`src/pkg/aspc_pkg.sv`:
```
package aspc_pkg;

  // Register addresses in the data memory space.
  localparam logic [15:0] ADDR_CFG0   = 16'hDF40;
  localparam logic [15:0] ADDR_CFG1   = 16'hDF41;
  localparam logic [15:0] ADDR_DATL   = 16'hDF42;
  localparam logic [15:0] ADDR_DATH   = 16'hDF43;
  localparam logic [15:0] ADDR_WORD_COUNT_SNAPSHOT   = 16'hDF44;
  localparam logic [15:0] ADDR_STAT   = 16'hDF45;
  localparam logic [15:0] ADDR_CLKF0  = 16'hDF46;
  localparam logic [15:0] ADDR_CLKF1  = 16'hDF47;
  localparam logic [15:0] ADDR_CLKF2  = 16'hDF48;

  // Configuration register 0 field positions.
  localparam int CFG0_TX_IRQ_ENABLE  = 7;
  localparam int CFG0_RX_IRQ_ENABLE  = 6;
  localparam int CFG0_EXPAND = 5;
  localparam int CFG0_COMPR  = 4;
  localparam int CFG0_TX_SINGLE_CHANNEL = 3;
  localparam int CFG0_RX_SINGLE_CHANNEL = 2;
  localparam int CFG0_MASTER = 1;
  localparam int CFG0_ENABLE = 0;

  // Reset values.
  localparam logic [7:0] CFG0_RST  = 8'h00;
  localparam logic [7:0] CFG1_RST  = 8'h78;
  localparam logic [7:0] CLKF0_RST = 8'h93;
  localparam logic [7:0] CLKF1_RST = 8'hE2;
  localparam logic [7:0] CLKF2_RST = 8'h04;

  // Word counter trigger selection.
  localparam logic [1:0] TRIG_NONE = 2'b00;
  localparam logic [1:0] TRIG_SOF  = 2'b01;
  localparam logic [1:0] TRIG_PIN  = 2'b10;
  localparam logic [1:0] TRIG_TMR  = 2'b11;

  localparam logic [9:0] WORD_COUNT_SNAPSHOT_MAX = 10'h3FF;
  localparam logic [5:0] TX_BITS  = 6'h10;

  typedef struct packed {
    logic        wr;
    logic        rd;
    logic [15:0] addr;
    logic [7:0]  wdata;
  } aspc_bus_s;

  typedef struct packed {
    logic sof;
    logic pin;
    logic tmr;
  } aspc_trig_s;

endpackage : aspc_pkg

```
`src/hw/aspc_core.sv`:
```
`timescale 1ns/1ps
module aspc_core
  import aspc_pkg::*;
(
  input  wire logic       clk_i,
  input  wire logic       srst_i,
  input  wire aspc_bus_s  bus_i,
  output logic [7:0]      rdata_o,
  input  wire aspc_trig_s trig_i,
  input  wire logic       sck_i,
  input  wire logic       ws_i,
  input  wire logic       sd_rx_i,
  output logic            sck_o,
  output logic            sck_oe_o,
  output logic            ws_o,
  output logic            ws_oe_o,
  output logic            sd_tx_o
);

  function automatic logic [7:0] ulaw_enc(input logic [15:0] s);
    logic [15:0] m;
    logic [15:0] b;
    logic [2:0]  e;
    logic [3:0]  q;
    m = s[15] ? (~s + 16'h0001) : s;
    m = (m > 16'h7F7B) ? 16'h7F7B : m;
    b = m + 16'h0084;
    e = 3'h0;
    for (int i = 7; i >= 1; i--) begin
      if (e == 3'h0 && b[i + 7]) begin
        e = 3'(i);
      end
    end
    q = 4'(b >> ({1'b0, e} + 4'h3));
    return ~{s[15], e, q};
  endfunction : ulaw_enc

  function automatic logic [15:0] ulaw_dec(input logic [7:0] c);
    logic [7:0]  u;
    logic [15:0] t;
    u = ~c;
    t = (({12'h000, u[3:0]} << 3) + 16'h0084) << u[6:4];
    t = t - 16'h0084;
    return u[7] ? (~t + 16'h0001) : t;
  endfunction : ulaw_dec

  typedef struct packed {
    logic [7:0]  cfg0;
    logic [7:0]  cfg1;
    logic [7:0]  clkf0;
    logic [7:0]  clkf1;
    logic [7:0]  clkf2;
    logic [15:0] dat;
    logic        datl_wr;
    logic [7:0]  word_count_snapshot;
    logic [1:0]  word_count_snapshot_hi;
    logic [9:0]  ctr;
    logic        txunf;
    logic        rxovf;
    logic        txlr;
    logic        rxlr;
    logic        txirq;
    logic        rxirq;
    logic        cmp_go;
    logic        exp_go;
    logic [15:0] txbuf;
    logic        txfull;
    logic [15:0] txsh;
    logic [5:0]  txcnt;
    logic        tx_repeat;
    logic [15:0] rxsh;
    logic [5:0]  rxcnt;
    logic [15:0] rxbuf;
    logic        rxfull;
    logic [16:0] acc;
    logic        msck;
    logic        mws;
    logic [5:0]  mbit;
    logic [1:0]  sck_s;
    logic [1:0]  ws_s;
    logic [1:0]  sd_s;
    logic [1:0]  sof_s;
    logic [1:0]  pin_s;
    logic [1:0]  tmr_s;
    logic        sck_p;
    logic        ws_p;
    logic        sof_p;
    logic        pin_p;
    logic        tmr_p;
    logic        ws_lat;
    logic        tx_out;
    logic [7:0]  rdata;
  } aspc_state_s;

  aspc_state_s q_q;
  aspc_state_s d_d;

  logic [14:0] num;
  logic [8:0]  den;
  logic        master;
  logic        enable;
  logic [5:0]  wlen;
  logic        sck_now;
  logic        ws_now;
  logic        rise;
  logic        fall;
  logic        ws_edge;
  logic        trig;
  logic [15:0] rx_word;

  assign num    = {q_q.clkf2[6:0], q_q.clkf1};
  assign den    = {q_q.clkf2[7], q_q.clkf0};
  assign master = q_q.cfg0[CFG0_MASTER];
  assign enable = q_q.cfg0[CFG0_ENABLE];
  assign wlen   = {1'b0, q_q.cfg1[7:3]} + 6'h01;
  assign sck_now = master ? q_q.msck : q_q.sck_s[1];
  assign ws_now  = master ? q_q.mws : q_q.ws_s[1];
  assign rise    = sck_now & ~q_q.sck_p;
  assign fall    = ~sck_now & q_q.sck_p;
  assign ws_edge = rise & (q_q.ws_lat != ws_now);

  always_comb begin
    case (q_q.cfg1[2:1])
      TRIG_SOF: trig = q_q.sof_s[1] & ~q_q.sof_p;
      TRIG_PIN: trig = q_q.pin_s[1] ^ q_q.pin_p;
      TRIG_TMR: trig = q_q.tmr_s[1] & ~q_q.tmr_p;
      default:  trig = 1'b0;
    endcase
  end

  always_comb begin
    d_d = q_q;
    rx_word = 16'h0000;
    d_d.sck_s = {q_q.sck_s[0], sck_i};
    d_d.ws_s  = {q_q.ws_s[0], ws_i};
    d_d.sd_s  = {q_q.sd_s[0], sd_rx_i};
    d_d.sof_s = {q_q.sof_s[0], trig_i.sof};
    d_d.pin_s = {q_q.pin_s[0], trig_i.pin};
    d_d.tmr_s = {q_q.tmr_s[0], trig_i.tmr};
    d_d.sof_p = q_q.sof_s[1];
    d_d.pin_p = q_q.pin_s[1];
    d_d.tmr_p = q_q.tmr_s[1];
    d_d.sck_p = sck_now;
    d_d.cmp_go = 1'b0;
    d_d.exp_go = 1'b0;

    // half period is num over den
    if (master && enable) begin
      if ({1'b0, q_q.acc} + {8'h00, den} >= {2'b00, num}) begin
        d_d.acc  = 17'({1'b0, q_q.acc} + {8'h00, den} - {2'b00, num});
        d_d.msck = ~q_q.msck;
        if (q_q.msck) begin
          // select flips before the last bit
          if (q_q.mbit == wlen - 6'h02 || wlen == 6'h01) begin
            d_d.mws = ~q_q.mws;
          end
          d_d.mbit = (q_q.mbit + 6'h01 >= wlen) ? 6'h00 : q_q.mbit + 6'h01;
        end
      end else begin
        d_d.acc = q_q.acc + {8'h00, den};
      end
    end else begin
      d_d.acc  = 17'h0_0000;
      d_d.msck = 1'b0;
      d_d.mbit = 6'h00;
    end

    if (enable && fall) begin
      // MSB first, data changes on falling edge
      if (q_q.ws_lat != ws_now) begin
        d_d.txcnt = 6'h00;
      end
      if (q_q.txcnt < TX_BITS) begin
        d_d.tx_out = q_q.txsh[15];
        d_d.txsh   = {q_q.txsh[14:0], 1'b0};
        d_d.txcnt  = q_q.txcnt + 6'h01;
      end else begin
        d_d.tx_out = 1'b0;
      end
    end

    if (enable && rise) begin
      d_d.ws_lat = ws_now;
      if (q_q.rxcnt < TX_BITS) begin
        d_d.rxsh  = {q_q.rxsh[14:0], q_q.sd_s[1]};
        d_d.rxcnt = q_q.rxcnt + 6'h01;
      end
      // The bit sampled with the new select still ends the old word.
      if (ws_edge) begin
        if (q_q.ctr != WORD_COUNT_SNAPSHOT_MAX) begin
          d_d.ctr = q_q.ctr + 10'h001;
        end
        rx_word   = d_d.rxsh << (TX_BITS - d_d.rxcnt);
        d_d.rxcnt = 6'h00;
        d_d.rxsh  = 16'h0000;
        if (!(q_q.cfg0[CFG0_RX_SINGLE_CHANNEL] && q_q.ws_lat)) begin
          d_d.rxbuf = rx_word;
          d_d.rxlr  = q_q.ws_lat;
          if (q_q.rxirq) begin
            d_d.rxovf = 1'b1;
          end
          if (q_q.cfg0[CFG0_COMPR]) begin
            d_d.dat = {ulaw_enc(rx_word), 8'h00};
          end else begin
            d_d.dat = rx_word;
          end
          d_d.rxirq = 1'b1;
        end
        // mono repeats word in right slot
        d_d.txcnt = 6'h00;
        if (q_q.cfg0[CFG0_TX_SINGLE_CHANNEL] && !q_q.tx_repeat && ws_now) begin
          d_d.txsh      = q_q.txbuf;
          d_d.tx_repeat = 1'b1;
        end else begin
          d_d.tx_repeat = 1'b0;
          if (!q_q.txfull) begin
            d_d.txunf = 1'b1;
          end
          d_d.txsh   = q_q.txbuf;
          d_d.txfull = 1'b0;
          d_d.txirq  = 1'b1;
          d_d.txlr   = q_q.cfg0[CFG0_TX_SINGLE_CHANNEL] ? 1'b0 : ~ws_now;
        end
      end
    end

    if (trig) begin
      d_d.word_count_snapshot    = q_q.ctr[7:0];
      d_d.word_count_snapshot_hi = q_q.ctr[9:8];
      d_d.ctr     = 10'h000;
    end

    if (q_q.exp_go) begin
      d_d.dat = ulaw_dec(q_q.dat[15:8]);
    end
    if (q_q.cmp_go) begin
      d_d.dat = {ulaw_enc(q_q.dat), q_q.dat[7:0]};
    end

    d_d.rdata = 8'h00;
    if (bus_i.rd) begin
      case (bus_i.addr)
        ADDR_CFG0:  d_d.rdata = q_q.cfg0;
        ADDR_CFG1:  d_d.rdata = q_q.cfg1;
        ADDR_DATL:  d_d.rdata = q_q.dat[7:0];
        ADDR_DATH: begin
          d_d.rdata = q_q.dat[15:8];
          d_d.rxirq = d_d.rxirq & ~q_q.rxirq;
        end
        ADDR_WORD_COUNT_SNAPSHOT:  d_d.rdata = q_q.word_count_snapshot;
        ADDR_STAT:  d_d.rdata = {q_q.txunf, q_q.rxovf, q_q.txlr, q_q.rxlr,
                                 q_q.txirq, q_q.rxirq, q_q.word_count_snapshot_hi};
        ADDR_CLKF0: d_d.rdata = q_q.clkf0;
        ADDR_CLKF1: d_d.rdata = q_q.clkf1;
        ADDR_CLKF2: d_d.rdata = q_q.clkf2;
        default:    d_d.rdata = 8'h00;
      endcase
    end

    if (bus_i.wr) begin
      case (bus_i.addr)
        ADDR_CFG0:  d_d.cfg0 = bus_i.wdata;
        ADDR_CFG1:  d_d.cfg1 = bus_i.wdata;
        ADDR_DATL: begin
          d_d.dat[7:0] = bus_i.wdata;
          d_d.datl_wr  = 1'b1;
        end
        ADDR_DATH: begin
          d_d.dat[15:8] = bus_i.wdata;
          d_d.datl_wr   = 1'b0;
          d_d.txirq     = d_d.txirq & ~q_q.txirq;
          d_d.txfull    = 1'b1;
          if (q_q.cfg0[CFG0_EXPAND]) begin
            d_d.txbuf = ulaw_dec(bus_i.wdata);
          end else begin
            d_d.txbuf = {bus_i.wdata, q_q.datl_wr ? q_q.dat[7:0] : 8'h00};
          end
          d_d.exp_go = ~enable & q_q.cfg0[CFG0_EXPAND];
          d_d.cmp_go = ~enable & q_q.cfg0[CFG0_COMPR];
        end
        ADDR_WORD_COUNT_SNAPSHOT: begin
          d_d.word_count_snapshot    = q_q.ctr[7:0];
          d_d.word_count_snapshot_hi = q_q.ctr[9:8];
          d_d.ctr     = 10'h000;
        end
        ADDR_STAT: begin
          // A flag set by hardware in this cycle survives the write.
          d_d.txunf = bus_i.wdata[7] | (d_d.txunf & ~q_q.txunf);
          d_d.rxovf = bus_i.wdata[6] | (d_d.rxovf & ~q_q.rxovf);
          d_d.txirq = bus_i.wdata[3] | (d_d.txirq & ~q_q.txirq);
          d_d.rxirq = bus_i.wdata[2] | (d_d.rxirq & ~q_q.rxirq);
        end
        ADDR_CLKF0: d_d.clkf0 = bus_i.wdata;
        ADDR_CLKF1: d_d.clkf1 = bus_i.wdata;
        ADDR_CLKF2: d_d.clkf2 = bus_i.wdata;
        default: ;
      endcase
    end
  end

  always_ff @(posedge clk_i) begin
    if (srst_i) begin
      q_q       <= '0;
      q_q.cfg0  <= CFG0_RST;
      q_q.cfg1  <= CFG1_RST;
      q_q.clkf0 <= CLKF0_RST;
      q_q.clkf1 <= CLKF1_RST;
      q_q.clkf2 <= CLKF2_RST;
    end else begin
      q_q <= d_d;
    end
  end

  // master drives the clock and select
  assign sck_o    = q_q.msck;
  assign ws_o     = q_q.mws;
  assign sck_oe_o = master;
  assign ws_oe_o  = master;
  assign sd_tx_o  = q_q.tx_out;
  assign rdata_o  = q_q.rdata;

  AST_WORD_COUNT_SNAPSHOT_SAT: assert property (@(posedge clk_i) disable iff (srst_i)
    (q_q.ctr == WORD_COUNT_SNAPSHOT_MAX && !trig && !(bus_i.wr && bus_i.addr == ADDR_WORD_COUNT_SNAPSHOT))
    |=> q_q.ctr == WORD_COUNT_SNAPSHOT_MAX) else $error("word counter wrapped");
  AST_WORD_COUNT_SNAPSHOT_COPY: assert property (@(posedge clk_i) disable iff (srst_i)
    (bus_i.wr && bus_i.addr == ADDR_WORD_COUNT_SNAPSHOT) |=>
    q_q.ctr == 10'h000 && {q_q.word_count_snapshot_hi, q_q.word_count_snapshot} == $past(q_q.ctr))
    else $error("word count copy failed");
  AST_NO_TRIG: assert property (@(posedge clk_i) disable iff (srst_i)
    q_q.cfg1[2:1] == TRIG_NONE |-> !trig)
    else $error("trigger fired while none selected");
  AST_OE_MASTER: assert property (@(posedge clk_i) disable iff (srst_i)
    sck_oe_o == q_q.cfg0[CFG0_MASTER] && ws_oe_o == sck_oe_o)
    else $error("output enable does not follow master");
  AST_EXP_ONE: assert property (@(posedge clk_i) disable iff (srst_i)
    (bus_i.wr && bus_i.addr == ADDR_DATH && !enable &&
     q_q.cfg0[CFG0_EXPAND] && !q_q.cfg0[CFG0_COMPR])
    |=> ##1 q_q.dat == ulaw_dec($past(bus_i.wdata, 2)))
    else $error("standalone expansion wrong");
  AST_CMP_ONE: assert property (@(posedge clk_i) disable iff (srst_i)
    $rose(q_q.cmp_go) && !q_q.cfg0[CFG0_EXPAND]
    |=> q_q.dat[15:8] == ulaw_enc($past(q_q.dat)))
    else $error("standalone compression wrong");
  AST_SLAVE_IDLE: assert property (@(posedge clk_i) disable iff (srst_i)
    !master |=> !q_q.msck)
    else $error("slave mode generated a clock");
  AST_CFG1_RST: assert property (@(posedge clk_i)
    $fell(srst_i) |-> q_q.cfg1[7:3] == 5'h0F && q_q.cfg0 == 8'h00)
    else $error("reset values wrong");

endmodule : aspc_core

```
`config.mk`:
```
export PLATFORM = sky130hd
export DESIGN_NAME = aspc_core
export DESIGN_NICKNAME = d
export VERILOG_FILES = /design/src/pkg/aspc_pkg.sv /design/src/hw/aspc_core.sv
export SDC_FILE = /design/constraint.sdc
export NUM_CORES = 1
export LEC_CHECK = 0
export BUFFER_PORTS_ARGS = -buffer_cell sky130_fd_sc_hd__buf_2
export CAP_MARGIN = 30
export CORE_MARGIN = 1
export CORE_UTILIZATION = 52
export DETAILED_ROUTE_END_ITERATION = 8
export GPL_ROUTABILITY_DRIVEN = 1
export GPL_TIMING_DRIVEN = 0
export PLACE_DENSITY = 0.72
export SYNTH_ARGS = -nofsm -noshare
export SYNTH_HDL_FRONTEND = slang
export SYNTH_SLANG_ARGS = --single-unit
```
`constraint.sdc`:
```
create_clock -name clk_i -period 8.6 [get_ports clk_i]
set_input_delay 0.86 -clock clk_i [delete_from_list [all_inputs] [get_ports clk_i]]
set_output_delay 0.86 -clock clk_i [all_outputs]
set_load 0.03 [all_outputs]
```
# --- Word level (Yosys, flattened, before mapping) ---
# Cells that the tools add are included.
word_totals:
  regBits: 214
  input_bits: 34
  out_inout_bits: 13
  elab_cells: 288
op_classes:
  n_addsub: 22
  magnitude_cmp: 6
  eq_ne: 16
  n_shift: 5
  mux: 105
  n_bitwise: 43
  reduce_logical: 48
ops:
  columns: ["operator", "n"]
  rows:
  - ["16-bit 2-to-1 mux", 16]
  - ["3-bit 2-to-1 mux", 49]
  - ["16-bit == test, second input constant", 9]
  - ["62-bit 2-to-1 mux", 2]
  - ["22-bit 2-to-1 mux", 4]
  - ["8-bit one-hot mux with 9 select lines", 1]
  - ["16-bit by 1-bit adder with 16-bit output, second input constant", 4]
  - ["16-bit NOT", 4]
  - ["20-bit 2-to-1 mux", 2]
  - ["39-bit 2-to-1 mux", 1]
  - ["3-bit logical NOT", 12]
  - ["16-bit by 8-bit adder with 16-bit output, second input constant", 2]
  - ["16-bit by 15-bit > comparator with 1-bit output, second input constant", 2]
  - ["8-bit NOT", 4]
  - ["9-bit by 3-bit left shift with 16-bit output", 2]
  - ["16-bit by 4-bit right shift with 4-bit output", 2]
  - ["16-bit by 8-bit subtractor with 16-bit output, second input constant", 2]
  - ["8-bit 2-to-1 mux", 3]
  - ["21-bit 2-to-1 mux", 1]
  - ["19-bit 2-to-1 mux", 1]
  - ["17-bit by 9-bit adder with 18-bit output", 1]
  - ["6-bit by 1-bit adder with 6-bit output, second input constant", 3]
  - ["7-bit by 8-bit adder with 9-bit output, second input constant", 2]
  - ["18-bit by 15-bit greater-or-equal comparator with 1-bit output", 1]
  - ["other kinds (36)", 115]

# --- Depth between registers and ports, before layout ---
logic_depth:
  word_depth: 70
  mapped_depth: 36
  mapped_depth_nobuf: 29

# --- Worst setup path after synthesis ---
# No wires, ideal clock.
synth_timing:
  path_kind: "reg-to-reg"
  from: "register q_q[69] (netlist name)"
  to: "register q_q[171] (netlist name)"
  setup_ns: 0.117
  arrival_time_ns: 7.059
  t_required_ns: 8.483
  setup_slack_ns: 1.424
  path_stages_with_launch: 36
  path_buffers: 7
  synth_period_minus_slack_ns: 7.176
  path_cell_list: "dfxtp_1 -> buf_2 -> buf_2 -> buf_2 -> buf_2 -> xnor2_1 -> ha_1 -> buf_2 -> inv_1 -> a21oi_1 -> o2111ai_1 -> o22a_2 -> buf_2 -> nor3_1 -> nand2_1 -> ha_1 -> clkbuf_1 -> xnor2_1 -> or3_1 -> o22ai_1 -> mux2i_1 -> nor3_1 -> o32ai_1 -> nor4_1 -> nor2_1 -> nand2_1 -> ha_1 -> and3_1 -> a32o_1 -> a221oi_2 -> or4b_4 -> and3_1 -> or2_1 -> or3_1 -> a41o_1 -> a32o_1"
synth_between:
  elab_chain_cells: 69
  word_cells_on_any_way: 70
  cone_classes: "add/sub (5); order compare (2); shift (2); mux (47); bitwise (2); reduce/logical (12)"
synth_rtl:
  columns: ["item", "line_no", "source"]
  rows:
  - ["start: declaration", "aspc_core.sv:95", "aspc_state_s q_q;"]
  - ["6-bit by 1-bit adder with 6-bit output or 6-bit by 5-bit less-than comparator with 1-bit output (tied branches)", "aspc_core.sv:186, aspc_core.sv:184", null]
  - ["22-bit 2-to-1 mux *", "aspc_core.sv:184", "if (q_q.rxcnt < TX_BITS) begin"]
  - ["22-bit 2-to-1 mux *", "aspc_core.sv:182", "if (enable && rise) begin"]
  - ["5-bit by 6-bit subtractor with 6-bit output", "aspc_core.sv:193", "rx_word = d_d.rxsh << (TX_BITS - d_d.rxcnt);"]
  - ["16-bit by 6-bit left shift with 16-bit output *", "aspc_core.sv:193", null]
  - ["16-bit NOT", "aspc_core.sv:25", "m = s[15] ? (~s + 16'h0001) : s;"]
  - ["16-bit by 1-bit adder with 16-bit output", "aspc_core.sv:25", null]
  - ["16-bit 2-to-1 mux", "aspc_core.sv:25", null]
  - ["[53 not listed]", null, null]
  - ["16-bit 2-to-1 mux *", "aspc_core.sv:202", "if (q_q.cfg0[CFG0_COMPR]) begin"]
  - ["16-bit 2-to-1 mux *", "aspc_core.sv:196", "if (!(q_q.cfg0[CFG0_RX_SINGLE_CHANNEL] && q_q.ws_lat)) begin"]
  - ["16-bit 2-to-1 mux *", "aspc_core.sv:189", "if (ws_edge) begin"]
  - ["16-bit 2-to-1 mux *", "aspc_core.sv:182", null]
  - ["16-bit 2-to-1 mux *", "aspc_core.sv:233", "if (q_q.exp_go) begin"]
  - ["16-bit 2-to-1 mux *", "aspc_core.sv:236", "if (q_q.cmp_go) begin"]
  - ["8-bit 2-to-1 mux", "aspc_core.sv:261", "case (bus_i.addr)"]
  - ["39-bit 2-to-1 mux *", "aspc_core.sv:260", "if (bus_i.wr) begin"]
# Every way passes the cells marked *; elsewhere a longest branch is shown, timed or not. The select of a mux whose other input is x is not followed.
# A chain may end at the register's enable or synchronous reset.

# --- Final worst setup path ---
layout_timing:
  from: "register q_q[74] (netlist name)"
  to: "register q_q[174] (netlist name)"
layout_between:
  elab_chain_cells: 67
  word_cells_on_any_way: 68
  cone_classes: "add/sub (4); order compare (2); shift (1); mux (47); bitwise (2); reduce/logical (12)"
layout_rtl:
  columns: ["item", "line_no"]
  rows:
  - ["6-bit by 1-bit adder with 6-bit output or 6-bit by 5-bit less-than comparator with 1-bit output (tied branches)", "aspc_core.sv:186, aspc_core.sv:184"]
  - ["22-bit 2-to-1 mux *", "aspc_core.sv:184"]
  - ["22-bit 2-to-1 mux *", "aspc_core.sv:182"]
  - ["5-bit by 6-bit subtractor with 6-bit output", "aspc_core.sv:193"]
  - ["16-bit by 6-bit left shift with 16-bit output *", "aspc_core.sv:193"]
  - ["16-bit NOT", "aspc_core.sv:25"]
  - ["16-bit by 1-bit adder with 16-bit output", "aspc_core.sv:25"]
  - ["16-bit 2-to-1 mux", "aspc_core.sv:25"]
  - ["[51 not listed]", null]
  - ["16-bit 2-to-1 mux *", "aspc_core.sv:202"]
  - ["16-bit 2-to-1 mux *", "aspc_core.sv:196"]
  - ["16-bit 2-to-1 mux *", "aspc_core.sv:189"]
  - ["16-bit 2-to-1 mux *", "aspc_core.sv:182"]
  - ["16-bit 2-to-1 mux *", "aspc_core.sv:233"]
  - ["16-bit 2-to-1 mux *", "aspc_core.sv:236"]
  - ["8-bit 2-to-1 mux", "aspc_core.sv:261"]
  - ["39-bit 2-to-1 mux *", "aspc_core.sv:260"]
# Marks and branches as above.

==> run metrics <==
xor-xnor portion of the synthesized cell area 6.67%; I/O Pins 47; DIE WIDTH 177 um; DRC errors left 0; IO Port Bufs 41; Seq cells post-synth 198; syn_nets 2251; setup TNS 0 ns; Crit path max-delay family compound AO/OA/AOI/OAI gates; Finished Core Util 58.1%; Avg Cell Area, Syn 7.37 um^2; root buf cell clkbuf_16; minimum clock period 8.20 ns; maxcap violations 0; CTS tree yes; Core Region 30000 um^2; hold_ws 0.443 ns; Die Y 177 um; commonest non-fill, non-tap cell in the layout nor2_1; Synth area leaders dfxtp_1 25%, nor2_1 6.6%, nand2_1 5.3%; post-route ant nets 0; total clock buffers created by CTS 17; site row count 63; most frequent cells in the layout 279 x nor2_1, 226 x nand2_1, 198 x dfxtp_1, 167 x a21oi_1, 115 x clkbuf_1; placed cells 2600; Synth-to-Final Area Change 8.87%; P_leak 6.54 nW; first-pass GRT wire length 84100 um; ys flop type dfxtp_1; synthesized instance count 2167; FF-to-FF setup slack 0.40 ns; clock-pin slew on the worst setup and hold paths 0.09 ns; post-synthesis simple-gate area fraction 26.3%; # clock sinks 198; Largest stage delay, worst path 0.40 ns; slowest CP cell mux2i_1; critical path type reg2reg; Max Root-Sink Buffers 2; Via density 6.47; First-pass DRT Iterations 7; antenna violations before repair 1; Netlist cell types 107; top cell type by total area after synthesis dfxtp_1; worst vdd ir 164 uV; Worst setup EP type register; GR Overflow Total 0; Crit path required time 8.95 ns; vias in the first global route 15700; Placer Congestion 0.989; hold_buf cts 0; number of synthesized flops with an enable pin 0; final WL 53200 um; initial drt markers 1883; Final period util 95.4%; synthesized area 16000 um^2; YS warnings 0; Overall Global Routing Usage 33.7%; register area share after synthesis 24.8%; Post-synth ARST share 0%; mux share of post-synthesis cell area 6.42%; class of the worst hold path reg2reg; largest net degree at the start of global routing 22; non-filler cells, final 2632; H-tree Lvls 4; HPWL Detailed 40200 um; main combinational cell family by area after synthesis simple AND/OR/NAND/NOR gates; Final Hold Fails 0; Adder-Cell Fraction of Synth Area 4.01%; DR vias 17000; Fmax achieved 122 MHz; Slew HR 19.6%; status finished clean; share of layout cells above drive strength 1 8.88%; # diodes 0; Final Skew 0.0137 ns; CP Buf/Inv Count 7; Final Setup Violations 0; Critical Path Start Type register; Pwr per Cell Area 108 nW/um^2; Synth Area in Compound Gates 25.7%; Crit Path Max Fanout 10; clk_lat worst skew 0.45 ns; Slew @ Worst Pin 1.19 ns; critical path data arrival time 8.55 ns; per-cell routed wire length 20.2 um; die area 31400 um^2; Yosys top cell area share 24.8%; Final #Nets 2313; starting density of the core 53.4%; Final Max Slew Viols 0
-- path summary, 6_finish.rpt --
kind / from / cells past startpoint / end
max reg2reg: q_q[74]$_SDFFE_PP0P_ / 34 / q_q[174]$_SDFF_PP0_
max: q_q[74]$_SDFFE_PP0P_ / 34 / q_q[174]$_SDFF_PP0_
min: d_d[26]$_SDFF_PP0_ / 1 / q_q[26]$_SDFF_PP0_
min reg2reg: d_d[26]$_SDFF_PP0_ / 1 / q_q[26]$_SDFF_PP0_
-- cell usage after synthesis (25+ instances only) --
cell type and count:
a211oi_1 38, o211ai_1 31, nor2b_1 41, dfxtp_1 198
mux2i_1 71, a22oi_1 27, nand2_1 226, xor2_1 47
a21oi_1 167, nand4_1 25, nor3_1 42, xnor2_1 72
o21ai_0 87, nor2_1 280, nand3_1 87, and3_1 28
inv_1 76, clkbuf_1 116, ha_1 48
-- flip-flops by register name, indices dropped and copies added (netlist names) --
signal,cells
q_q,152
num,15
d_d,9
den,9
rdata_o,8
enable,1
sck_o,1
sck_oe_o,1
sd_tx_o,1
ws_o,1
-- per-stage QoR --
step | total power [mW] | setup WS [ns] | instance area (um^2)
after floorplan | 1.03 | 1.42 | 16000
after global placement | 1.07 | -0.315 | 16700
after detailed placement | 1.08 | -0.360 | 16700
after CTS | 1.87 | 0.00817 | 17300
after global routing | 1.92 | -0.0738 | 17400
final | 1.88 | 0.398 | 17400
-- metal layers --
layer	global-route usage [%]	vias to the layer above	share of wire [%]
met5	0	-	0
met4	13.5	0	4.2
met3	5.66	171	8.6
met2	55.1	860	45
met1	43.9	8036	42
li1	-	7966	-
-- power breakdown --
part | switching (mW) | internal, mW
registers | 0.00115 | 0.919
logic | 0.0966 | 0.0434
clock network | 0.422 | 0.394
-- cell families (layout without fill, tap and decap cells) --
family,after synthesis,in the layout
mux,97,97
flops,198,198
simple gates,870,870
buf+inv,236,311
compound gates,596,596
fa+ha+maj,50,50
xor+xnor,120,120
-- final cells by class --
| class | count | area (um^2) |
|---|---|---|
| Multi-Input combinational cell | 1733 | 11100 |
| Inverter | 80 | 300 |
| Fill cell | 2852 | 12600 |
| Tap cell | 390 | 488 |
| Sequential cell | 198 | 3960 |
| Clock inverter | 15 | 178 |
| Clock buffer | 17 | 425 |
| Timing Repair Buffer | 44 | 223 |
| Buffer | 155 | 679 |
-- repair_timing --
item / in CTS / in global routing
resized for setup: 4 / 15
pin swaps: 0 / 2
setup buffers: 0 / 1
endpoints found under the setup margin: 7 / 7
Power figures use the tool's default switching activity.
